<file path="config.mk">
export PLATFORM = sky130hd
export DESIGN_NAME = asq_sequencer
export DESIGN_NICKNAME = d
export VERILOG_FILES = /design/src/asq_pkg.sv /design/src/asq_sequencer.sv
export SDC_FILE = /design/constraint.sdc
export NUM_CORES = 1
export LEC_CHECK = 0
export ABC_AREA = 1
export BUFFER_PORTS_ARGS = -buffer_cell sky130_fd_sc_hd__buf_2
export CORE_MARGIN = 8
export CORE_UTILIZATION = 30
export CTS_CLUSTER_SIZE = 14
export DETAILED_ROUTE_END_ITERATION = 12
export PLACE_DENSITY_LB_ADDON = 0.1
export SLEW_MARGIN = 5
export SYNTH_ARGS = -nofsm -noshare
export SYNTH_HDL_FRONTEND = slang
export SYNTH_SLANG_ARGS = --single-unit
</file>
<file path="constraint.sdc">
create_clock -name sys_clk -period 8.55 [get_ports sys_clk]
set_input_delay 1.71 -clock sys_clk [delete_from_list [all_inputs] [get_ports sys_clk]]
set_output_delay 1.71 -clock sys_clk [all_outputs]
set_load 0.01 [all_outputs]
</file>
<file path="src/asq_pkg.sv">
// Purpose: Shared constants for the eight-bit successive-approximation sequencer
// Assumes: sys_clk is the E clock at 100 MHz; register port is byte wide
// Notes:   Offsets, field positions, reset values and timing counts live here only
package asq_pkg;

  // Clock rate; not referenced anywhere, the cycle counts below are given directly
  localparam int unsigned SYS_CLK_HZ     = 100_000_000;

  // Register map, one byte per address
  localparam int          ADDR_W         = 3;
  localparam logic [2:0]  CTRL_OFS       = 3'h0;
  localparam logic [2:0]  RES1_OFS       = 3'h1;
  localparam logic [2:0]  RES2_OFS       = 3'h2;
  localparam logic [2:0]  RES3_OFS       = 3'h3;
  localparam logic [2:0]  RES4_OFS       = 3'h4;
  localparam logic [2:0]  OPTION_OFS     = 3'h5;

  // Control/status register fields
  localparam int          DONE_FLAG_BIT  = 7;
  localparam int          ZERO6_BIT      = 6;
  localparam int          SCAN_BIT       = 5;
  localparam int          MULTI_CH_BIT   = 4;
  localparam logic [7:0]  CTRL_RST       = 8'h00;
  localparam logic [7:0]  CTRL_WR_MASK   = 8'h3F;

  // Option register fields
  localparam int          PWR_BIT        = 7;
  localparam int          CLK_SEL_BIT    = 6;
  localparam int          IRQ_EDGE_BIT   = 5;
  localparam int          STOP_DLY_BIT   = 4;
  localparam int          CLK_MON_BIT    = 3;
  localparam int          UNIMP_BIT      = 2;
  localparam logic [7:0]  OPTION_RST     = 8'h10;
  localparam logic [7:0]  OPTION_IMPL    = 8'hFB;
  localparam logic [7:0]  OPTION_PROT    = 8'h33;

  // Conversion slot timing in converter clock ticks
  localparam logic [4:0]  SAMPLE_TICKS   = 5'h0C;
  localparam logic [4:0]  LAST_TICK      = 5'h1F;
  localparam int          SAR_BITS       = 8;
  localparam logic [1:0]  LAST_CONV      = 2'h3;

  // Stop-exit delays and the protected-write window, in E cycles
  localparam int          STOP_FAST_CYC  = 4;
  localparam int          STOP_SLOW_CYC  = 4000;
  localparam logic [6:0]  PROT_WIN_CYC   = 7'h40;

  // Channel codes: 0..7 pins, 8..11 reserved, 12..14 internal, 15 reserved
  localparam logic [3:0]  CH_LAST_PIN    = 4'h7;

  typedef enum logic [1:0] {
    ASQ_IDLE  = 2'b00,
    ASQ_START = 2'b01,
    ASQ_CONV  = 2'b10
  } asq_state_t;

endpackage

</file>
<file path="src/asq_sequencer.sv">
// Purpose: Digital control of an eight-channel, 8-bit successive-approximation converter
// Assumes: comparator output is produced on sys_clk; the RC oscillator arrives on a pin
// Notes:   Register port answers reads one cycle later; unmapped addresses read zero
`timescale 1ns/1ns

module asq_sequencer
  import asq_pkg::*;
(
  input  wire logic              sys_clk,
  input  wire logic              rst_n,
  input  wire logic [ADDR_W-1:0] reg_addr,
  input  wire logic [7:0]        reg_wdata,
  input  wire logic              reg_wr,
  input  wire logic              reg_rd,
  output logic      [7:0]        reg_rdata,
  input  wire logic              special_mode,
  input  wire logic              rc_osc_pin,
  input  wire logic              comp_keep,
  input  wire logic              stop_exit_req,
  output logic                   resume_pulse,
  output logic      [3:0]        mux_channel,
  output logic                   sample_switch_en,
  output logic      [7:0]        dac_code,
  output logic                   converter_power_up,
  output logic                   converter_clock_select,
  output logic                   irq_edge_only,
  output logic                   stop_exit_delay_enable,
  output logic                   clock_monitor_enable,
  output logic      [1:0]        watchdog_rate_select
);

  // Reset release through two flip-flops
  logic       rst_meta_r, rst_sync_n;
  always_ff @(posedge sys_clk or negedge rst_n) begin
    if (!rst_n) begin
      rst_meta_r <= 1'b0;
      rst_sync_n <= 1'b0;
    end else begin
      rst_meta_r <= 1'b1;
      rst_sync_n <= rst_meta_r;
    end
  end

  logic [7:0] conv_ctrl_status_reg_r;
  logic [7:0] system_option_reg_r;
  logic [7:0] result_r [4];
  logic       conversion_complete_flag_r;
  asq_state_t state_r;
  logic [4:0] tick_r;
  logic [1:0] conv_idx_r;
  logic [7:0] sar_r;
  logic       wr_ctrl, wr_opt, conv_tick, conv_done, group_done;

  // Write decode shared by several processes
  function automatic logic hit(input logic [ADDR_W-1:0] a, input logic [2:0] ofs);
    return a == ofs;
  endfunction

  assign wr_ctrl = reg_wr && hit(reg_addr, CTRL_OFS);
  assign wr_opt  = reg_wr && hit(reg_addr, OPTION_OFS);

  // Option fields drive the converter power, clock choice and system options
  assign converter_power_up     = system_option_reg_r[PWR_BIT];
  assign converter_clock_select = system_option_reg_r[CLK_SEL_BIT];
  assign irq_edge_only          = system_option_reg_r[IRQ_EDGE_BIT];
  assign stop_exit_delay_enable = system_option_reg_r[STOP_DLY_BIT];
  assign clock_monitor_enable   = system_option_reg_r[CLK_MON_BIT];
  assign watchdog_rate_select   = system_option_reg_r[1:0];

  // Window for the protected option bits; opened by reset, one write only unless special_mode is set
  logic [6:0] prot_cnt_r;
  logic       prot_used_r;
  logic       prot_open;
  assign prot_open = special_mode || (prot_cnt_r < PROT_WIN_CYC && !prot_used_r);

  always_ff @(posedge sys_clk or negedge rst_sync_n) begin
    if (!rst_sync_n) begin
      prot_cnt_r  <= 7'h00;
      prot_used_r <= 1'b0;
    end else begin
      if (prot_cnt_r < PROT_WIN_CYC)
        prot_cnt_r <= prot_cnt_r + 7'h01;
      if (wr_opt && !special_mode)
        prot_used_r <= 1'b1;
    end
  end

  // Option register; bit 2 is never stored so it always reads zero
  always_ff @(posedge sys_clk or negedge rst_sync_n) begin
    if (!rst_sync_n) begin
      system_option_reg_r <= OPTION_RST;
    end else if (wr_opt) begin
      system_option_reg_r <= (reg_wdata & OPTION_IMPL & ~OPTION_PROT)
                           | ((prot_open ? reg_wdata : system_option_reg_r)
                              & OPTION_PROT);
    end
  end

  // Control register: channel, scan, multi-channel choice; bits 7:6 are not stored
  always_ff @(posedge sys_clk or negedge rst_sync_n) begin
    if (!rst_sync_n)
      conv_ctrl_status_reg_r <= CTRL_RST;
    else if (wr_ctrl)
      conv_ctrl_status_reg_r <= reg_wdata & CTRL_WR_MASK;
  end

  // RC oscillator pin: three flops, a change counts once the last two agree
  logic [2:0] rc_sync_r;
  logic       rc_level_r, rc_rise;
  always_ff @(posedge sys_clk or negedge rst_sync_n) begin
    if (!rst_sync_n) begin
      rc_sync_r  <= 3'h0;
      rc_level_r <= 1'b0;
    end else begin
      rc_sync_r <= {rc_sync_r[1:0], rc_osc_pin};
      if (rc_sync_r[1] == rc_sync_r[2])
        rc_level_r <= rc_sync_r[2];
    end
  end
  assign rc_rise = (rc_sync_r[1] == rc_sync_r[2]) && rc_sync_r[2] && !rc_level_r;

  // Converter tick: every E cycle, or each RC rising edge when selected
  assign conv_tick = converter_clock_select ? rc_rise : 1'b1;

  // Group bookkeeping
  logic multi_ch, scan;
  assign multi_ch   = conv_ctrl_status_reg_r[MULTI_CH_BIT];
  assign scan       = conv_ctrl_status_reg_r[SCAN_BIT];
  assign conv_done  = (state_r == ASQ_CONV) && conv_tick && tick_r == LAST_TICK;
  assign group_done = conv_done && conv_idx_r == LAST_CONV;

  // Sequencer: a write arms START, the next cycle begins conversion 0
  always_ff @(posedge sys_clk or negedge rst_sync_n) begin
    if (!rst_sync_n) begin
      state_r    <= ASQ_IDLE;
      tick_r     <= 5'h00;
      conv_idx_r <= 2'h0;
    end else if (!converter_power_up) begin
      state_r    <= ASQ_IDLE;
      tick_r     <= 5'h00;
      conv_idx_r <= 2'h0;
    end else if (wr_ctrl) begin
      state_r    <= ASQ_START;
      tick_r     <= 5'h00;
      conv_idx_r <= 2'h0;
    end else begin
      unique case (state_r)
        ASQ_IDLE: begin
          state_r <= ASQ_IDLE;
        end
        ASQ_START: begin
          state_r <= ASQ_CONV;
        end
        ASQ_CONV: begin
          if (conv_tick)
            tick_r <= tick_r + 5'h01;
          if (conv_done) begin
            conv_idx_r <= conv_idx_r + 2'h1;
            if (group_done && !scan)
              state_r <= ASQ_IDLE;
          end
        end
        default: begin
          state_r <= ASQ_IDLE;
        end
      endcase
    end
  end

  // Channel to the multiplexer; multi mode takes the group from the high bits
  always_ff @(posedge sys_clk or negedge rst_sync_n) begin
    if (!rst_sync_n)
      mux_channel <= 4'h0;
    else if (multi_ch)
      mux_channel <= {conv_ctrl_status_reg_r[3:2], conv_idx_r};
    else
      mux_channel <= conv_ctrl_status_reg_r[3:0];
  end

  // Input switch closed only in the first ticks of each slot
  assign sample_switch_en = (state_r == ASQ_CONV) && tick_r < SAMPLE_TICKS;

  // Approximation: even tick sets the trial bit, odd tick keeps or drops it
  logic [4:0] step_tick;
  logic [2:0] bit_sel;
  assign step_tick = tick_r - SAMPLE_TICKS;
  assign bit_sel   = 3'(SAR_BITS - 1) - step_tick[3:1];
  always_ff @(posedge sys_clk or negedge rst_sync_n) begin
    if (!rst_sync_n) begin
      sar_r <= 8'h00;
    end else if (state_r != ASQ_CONV || (conv_tick && tick_r == 5'h00)) begin
      sar_r <= 8'h00;
    end else if (conv_tick && tick_r >= SAMPLE_TICKS && step_tick < 5'h10) begin
      if (!step_tick[0])
        sar_r[bit_sel] <= 1'b1;
      else if (!comp_keep)
        sar_r[bit_sel] <= 1'b0;
    end
  end
  assign dac_code = sar_r;

  // Results: written on the clock edge; the registered read port samples them on a later edge
  always_ff @(posedge sys_clk or negedge rst_sync_n) begin
    if (!rst_sync_n) begin
      for (int i = 0; i < 4; i++)
        result_r[i] <= 8'h00;
    end else if (conv_done) begin
      result_r[conv_idx_r] <= sar_r;
    end
  end

  // Completion flag: a finishing group wins over a clearing write
  always_ff @(posedge sys_clk or negedge rst_sync_n) begin
    if (!rst_sync_n)
      conversion_complete_flag_r <= 1'b0;
    else if (group_done)
      conversion_complete_flag_r <= 1'b1;
    else if (wr_ctrl || !converter_power_up)
      conversion_complete_flag_r <= 1'b0;
  end

  // Stop exit: short or long delay before the core resumes
  logic [11:0] stop_cnt_r;
  logic        stop_busy_r;
  always_ff @(posedge sys_clk or negedge rst_sync_n) begin
    if (!rst_sync_n) begin
      stop_cnt_r   <= 12'h000;
      stop_busy_r  <= 1'b0;
      resume_pulse <= 1'b0;
    end else begin
      resume_pulse <= 1'b0;
      if (stop_exit_req && !stop_busy_r) begin
        stop_busy_r <= 1'b1;
        stop_cnt_r  <= stop_exit_delay_enable ? 12'(STOP_SLOW_CYC - 1)
                                              : 12'(STOP_FAST_CYC - 2);
      end else if (stop_busy_r) begin
        if (stop_cnt_r == 12'h000) begin
          stop_busy_r  <= 1'b0;
          resume_pulse <= 1'b1;
        end else begin
          stop_cnt_r <= stop_cnt_r - 12'h001;
        end
      end
    end
  end

  // Read port: data in the cycle after the strobe only, zero otherwise
  always_ff @(posedge sys_clk or negedge rst_sync_n) begin
    if (!rst_sync_n) begin
      reg_rdata <= 8'h00;
    end else if (!reg_rd) begin
      reg_rdata <= 8'h00;
    end else begin
      unique case (reg_addr)
        CTRL_OFS:   reg_rdata <= {conversion_complete_flag_r, 1'b0,
                                  conv_ctrl_status_reg_r[5:0]};
        RES1_OFS:   reg_rdata <= result_r[0];
        RES2_OFS:   reg_rdata <= result_r[1];
        RES3_OFS:   reg_rdata <= result_r[2];
        RES4_OFS:   reg_rdata <= result_r[3];
        OPTION_OFS: reg_rdata <= system_option_reg_r;
        default:    reg_rdata <= 8'h00;
      endcase
    end
  end

  // Checks next to the logic
  a_start_after_write: assert property (@(posedge sys_clk) disable iff (!rst_sync_n)
    wr_ctrl && converter_power_up ##1 !wr_ctrl && converter_power_up |->
      state_r == ASQ_START ##1 state_r == ASQ_CONV && tick_r == 5'h00 && conv_idx_r == 2'h0)
    else $error("group did not start one cycle after control write");
  a_flag_cleared: assert property (@(posedge sys_clk) disable iff (!rst_sync_n)
    wr_ctrl && !group_done |=> !conversion_complete_flag_r)
    else $error("completion flag survived a control write");
  a_flag_set: assert property (@(posedge sys_clk) disable iff (!rst_sync_n)
    group_done |=> conversion_complete_flag_r)
    else $error("completion flag not set after fourth conversion");
  a_sample_window: assert property (@(posedge sys_clk) disable iff (!rst_sync_n)
    sample_switch_en |-> state_r == ASQ_CONV && tick_r < 5'h0C)
    else $error("input switch closed outside sample window");
  a_result_stored: assert property (@(posedge sys_clk) disable iff (!rst_sync_n)
    conv_done |=> result_r[$past(conv_idx_r)] == $past(sar_r))
    else $error("result register not loaded from approximation");
  a_single_halts: assert property (@(posedge sys_clk) disable iff (!rst_sync_n)
    group_done && !scan && !wr_ctrl |=> state_r == ASQ_IDLE ##1 state_r == ASQ_IDLE
      || $past(wr_ctrl))
    else $error("single group did not halt after fourth conversion");
  a_scan_wraps: assert property (@(posedge sys_clk) disable iff (!rst_sync_n)
    group_done && scan && !wr_ctrl && converter_power_up |=>
      state_r == ASQ_CONV && conv_idx_r == 2'h0)
    else $error("scan did not wrap to first result register");
  a_multi_channel: assert property (@(posedge sys_clk) disable iff (!rst_sync_n)
    multi_ch |=>
      mux_channel == {$past(conv_ctrl_status_reg_r[3:2]), $past(conv_idx_r)})
    else $error("multi-channel selection wrong");
  a_ctrl_bit6_zero: assert property (@(posedge sys_clk) disable iff (!rst_sync_n)
    reg_rd && reg_addr == CTRL_OFS |=> !reg_rdata[6]
      && reg_rdata[7] == $past(conversion_complete_flag_r))
    else $error("control register status bits read wrong");
  a_option_bit2: assert property (@(posedge sys_clk) disable iff (!rst_sync_n)
    reg_rd && reg_addr == OPTION_OFS |=> !reg_rdata[2])
    else $error("option bit 2 read as one");
  a_power_off_idle: assert property (@(posedge sys_clk) disable iff (!rst_sync_n)
    !converter_power_up |=> state_r == ASQ_IDLE)
    else $error("converter ran while powered down");
  a_protect_locked: assert property (@(posedge sys_clk) disable iff (!rst_sync_n)
    wr_opt && !prot_open |=> (system_option_reg_r & OPTION_PROT)
      == $past(system_option_reg_r & OPTION_PROT))
    else $error("protected option bits changed while locked");
  a_resume_fast: assert property (@(posedge sys_clk) disable iff (!rst_sync_n)
    stop_exit_req && !stop_busy_r && !stop_exit_delay_enable |-> ##4 resume_pulse)
    else $error("fast stop exit not four cycles");

endmodule // asq_sequencer

</file>
* Word level (Yosys, flattened, before mapping)
Index checks and enable logic that the tools add are counted.
Cells by class: add/subtract/negate cells 6, order comparisons 8, equal/unequal tests 18, mux-type cells 39, bitwise operators 5, reduce and logical (&&, ||, !) cells 37
Operators by type and width (count):
- $mux W12 | 4
- $mux W8 | 6
- $pmux W8 S6 | 1
- $bwmux W32 | 1
- $mux W5 | 4
- $mux W2 | 9
- $logic_and A1 B1 Y1 | 17
- $demux W8 S2 | 1
- $logic_not A12 Y1 | 1
- $sub A12 B1 Y12 const B | 1
- $mux W1 | 10
- $reduce_and A2 Y1 | 5
- $ne A3 B1 Y1 const B | 3
- $and A8 B8 Y8 | 1
- $not A8 Y8 | 1
- $or A8 B6 Y8 | 1
- $or A8 B8 Y8 | 1
- $add A7 B1 Y7 const B | 1
- $lt A7 B7 Y1 const B | 1
- $eq A3 B2 Y1 const B | 2
- $eq A3 B3 Y1 const B | 2
- $logic_not A1 Y1 | 6
- $mux W6 | 1
- $reduce_bool A2 Y1 | 3
- 26 further kinds | 30
Storage, ports and cells: bits in registers 104, bits of input ports 19, output and inout port bits 29, word-level logic and storage cells 135

* Depth between registers and ports, before layout
depth after elaboration 13, mapped depth 10, mapped depth without buffers 10

* Worst setup path before layout
OpenSTA, ideal clock, no wires.
path type input -> register, start point in reg_addr[0], end point reg conv_ctrl_status_reg_r[2], setup time 0.125 ns, arrival time 2.495 ns, required time 8.425 ns, setup slack 5.929 ns, stages on the path 6, path buffers 1, cells stage by stage nor2_1 nand2_1 inv_2 nand2_2 buf_6 mux2_4
On the way: word-level cells in the longest chain between the ends 2
Ends and longest elaborated chain:
- start: declaration | line asq_sequencer.sv:11 | input wire logic [ADDR_W-1:0] reg_addr,
- $logic_not A3 Y1 | line asq_sequencer.sv:56 | return a == ofs;
- $logic_and A1 B1 Y1 | line asq_sequencer.sv:59 | assign wr_ctrl = reg_wr && hit(reg_addr, CTRL_OFS);
- end signal: assignment | line asq_sequencer.sv:104 | conv_ctrl_status_reg_r <= reg_wdata & CTRL_WR_MASK;
- end: declaration | line asq_sequencer.sv:44 | logic [7:0] conv_ctrl_status_reg_r;
Every way passes these cells. A chain may end at the register's enable or synchronous reset.

* Worst setup path in the final report
start point reg state_r[0], end point out sample_switch_en
On the way: word-level cells in the longest chain between the ends 2
Ends and longest elaborated chain:
- start: declaration | line asq_sequencer.sv:48 | asq_state_t state_r;
- start signal: assignment | line asq_sequencer.sv:135 | state_r <= ASQ_IDLE;
- start signal: assignment | line asq_sequencer.sv:139 | state_r <= ASQ_IDLE;
- start signal: assignment | line asq_sequencer.sv:143 | state_r <= ASQ_START;
- $eq A2 B2 Y1 | line asq_sequencer.sv:181 | assign sample_switch_en = (state_r == ASQ_CONV) && tick_r < SAMPLE_TICKS;
- $logic_and A1 B1 Y1 | line asq_sequencer.sv:181
- end: declaration | line asq_sequencer.sv:22 | output logic sample_switch_en,
Every way passes these cells.

==> reports/metrics.cfg <==
[clock_network]
h-tree-depth=3
clk_pin_slew_ps=70
clockBufferDepth=2
cts_tree=built
hold_buffers=0
cts_root_buffer=clkbuf_16
cts_inserted_buffers=9
cts.sink_count=103
cts.repair.resized=0
post_cts_buffers=0
clk_latency_ps=350

[place]
hpwlAfterDp_mm=8.639
gp_congestion=0.7903
io_buffers=47

[sta]
worst_slew_pin_slew_ps=792.7
setup-tns-final_ps=0
hold_viol=0
min_period_over_period_pct=35.05
drv_slew=0
whs_ps=322.6
grt_setup_unrepaired=false
layout_min_cycle_time_ps=2997
finalClockSkew_ps=7.992
finalSetupViolCount=0
max_freq_mhz=333.7
slew_headroom_pct=47.15

[synthesis]
synth_top_area_share_pct=52.78
avgSynthCellArea_um2=8.713
synth_area_um2=4836
ys_top_cells_by_count=150 x nand2_1, 102 x dfrtp_1, 76 x o21ai_0
ys_types=37
syn-num-nets=585
synth.most_common_cell=nand2_1
synth-edff-count=0
ys.warnings.count=0
ys_async_sr_fraction_pct=100.0
synth_cells=555
synth-seq-cells=103
ys_seq_area_share_pct=53.32
synth_area_leaders=dfrtp_1 53%, nand2_1 12%, o21ai_0 7.9%
synth_top_cell_by_area=dfrtp_1
ys.flop_type=dfrtp_1

[finish]
diodes=0
fin_nets=637
syn_to_final_growth_pct=16.14
drive_gt1_share_pct=15.52

[critical_path]
r2r.worst_path.cells=7
worstPathRequired_ps=6840
r2r_setup_slack_ps=6640
path_class=flop to output port
startpoint=state_r[0]
max_stage_delay_ps=420
rr_startpoint=tick_r[0]
worst_setup_path_start_kind=flop
crit_path_end_kind=output port
cp.arrival_ps=1290
path_max_fanout=3
crit_chain=nor2_4 -> inv_1 -> nor2_1 -> buf_2
rr_endpoint=dac_code[0]
cpMaxStageDelayCell=dfrtp_1
crit_family=flip-flops
path_buf_inv=2

[floorplanning]
coreArea_um2=15830
io_pins=48
die_y_um=143.0
die_x_um=143.0
row_count=46
dieArea_um2=20440
start_util_pct=30.55

[power]
power.density_nw_per_um2=191.8
vdd.ir_drop.worst_v=0.00008727
p_leak_nw=2.739

[grt]
grt_pass1_wl_mm=19.62
grt.overflow.total=0
grt_max_degree=61
grt_pass1_vias=3655
track_usage_pct=12.37
antenna_found_initial=0

[route]
drtAntennaViolNets=0
post_drt_wl_per_cell_um=14.25
dr.pass1.iters=4
vias_per_cell=4.504
wirelength_mm=11.80
drt_iter0_drc=244
route.detailed.drc=0
dr_total_vias=3729

[flow_run]
timing.max_cap.violations=0

[run_status]
outcome=finished clean

[worst_hold_path]
hold_class=flop to asynchronous set/reset pin

-- area by class of cell --
| type | instances | area [um2] |
|---|---|---|
| inverter | 65 | 244.0 |
| clock inverter | 4 | 53.80 |
| clock buffer | 12 | 256.5 |
| multi-input combinational | 380 | 1967 |
| timing repair buffer | 48 | 242.7 |
| sequential | 103 | 2582 |
| fill | 1639 | 10210 |
| tap | 216 | 270.3 |
-- registers in the layout, summed over array words and instances, names as in the netlist, 3 cells and up --
signal	count
result_r	32
dac_code	8
mux_channel	4
prot_cnt_r	7
rc_sync_r	3
reg_rdata	8
system_option_reg_r	7
tick_r	5
conv_ctrl_status_reg_r	6
stop_cnt_r	12
-- through the flow --
stage	util [%]	power, mW	instances	setup slack, ps	area, um2
final	35.49	1.077	828	5553	5617
after global routing	35.49	1.139	828	5438	5617
after CTS	35.49	1.101	828	5517	5617
after detailed placement	33.53	0.6668	812	5532	5306
after global placement	33.53	0.6657	812	5546	5306
after floorplan	-	0.6142	555	5470	4836
-- metal layers --
metal	part of all wire (%)	up-vias	GRT usage (%)
met4	0.92	0	3.020
li1	-	1893	-
met3	5.5	7	4.107
met2	43	58	18.05
met5	0	-	0
met1	51	1771	17.17
-- logic make-up (layout without fill, tap and decap cells) --
kind of cell / Yosys count / in the layout / synth area share (%)
and+or+nand+nor: 249 / 249 / 23.21
muxes: 3 / 3 / 0.8538
buffers and inverters: 72 / 129 / 6.002
adders and majority gates: 11 / 11 / 2.846
other: 1 / 1 / 0.07755
xor gates and xnor gates: 8 / 8 / 1.449
AOI/OAI and AO/OA: 108 / 108 / 12.24
DFF: 103 / 103 / 53.32
-- how the worst max path moves through the flow --
stage,to,slack (ps),depth (start not counted)
2_1_floorplan,conv_ctrl_status_reg_r[0],5470,0
3_5_place_dp,tick_r[3],5530,9
5_1_grt,sample_switch_en,5440,4
4_1_cts,sample_switch_en,5520,4
6_report,sample_switch_en,5550,4
3_3_place_gp,tick_r[3],5550,9
-- power breakdown --
| part | switching [mW] | leakage, nW | total [mW] | internal (mW) |
|---|---|---|---|---|
| registers | 0.0279 | 1.35 | 0.541 | 0.513 |
| clock network | 0.179 | 0.145 | 0.423 | 0.244 |
| logic | 0.0754 | 1.24 | 0.113 | 0.0379 |
| total | 0.283 | 2.74 | 1.08 | 0.795 |
-- layout by cell type (no fill, tap or decap), types with 2 or more instances in the layout --
cell        count
a21oi_1        18
xnor2_1         2
nand4_1         2
nor3_1          5
dfrtp_1       101
nand3_1        33
clkbuf_8        2
a22oi_1         3
nor3_4          2
mux2_4          2
inv_1          61
xor2_1          6
clkinvlp_4      2
a31oi_1         2
nand2_4         4
inv_2           4
nor2_4          2
clkbuf_16       9
o21ai_1         3
buf_2          47
o21ai_0        76
nand2_1       150
nor2_1         38
nand2_2         8
o2bb2ai_1       2
ha_1           11
(Power assumes the default switching activity.)
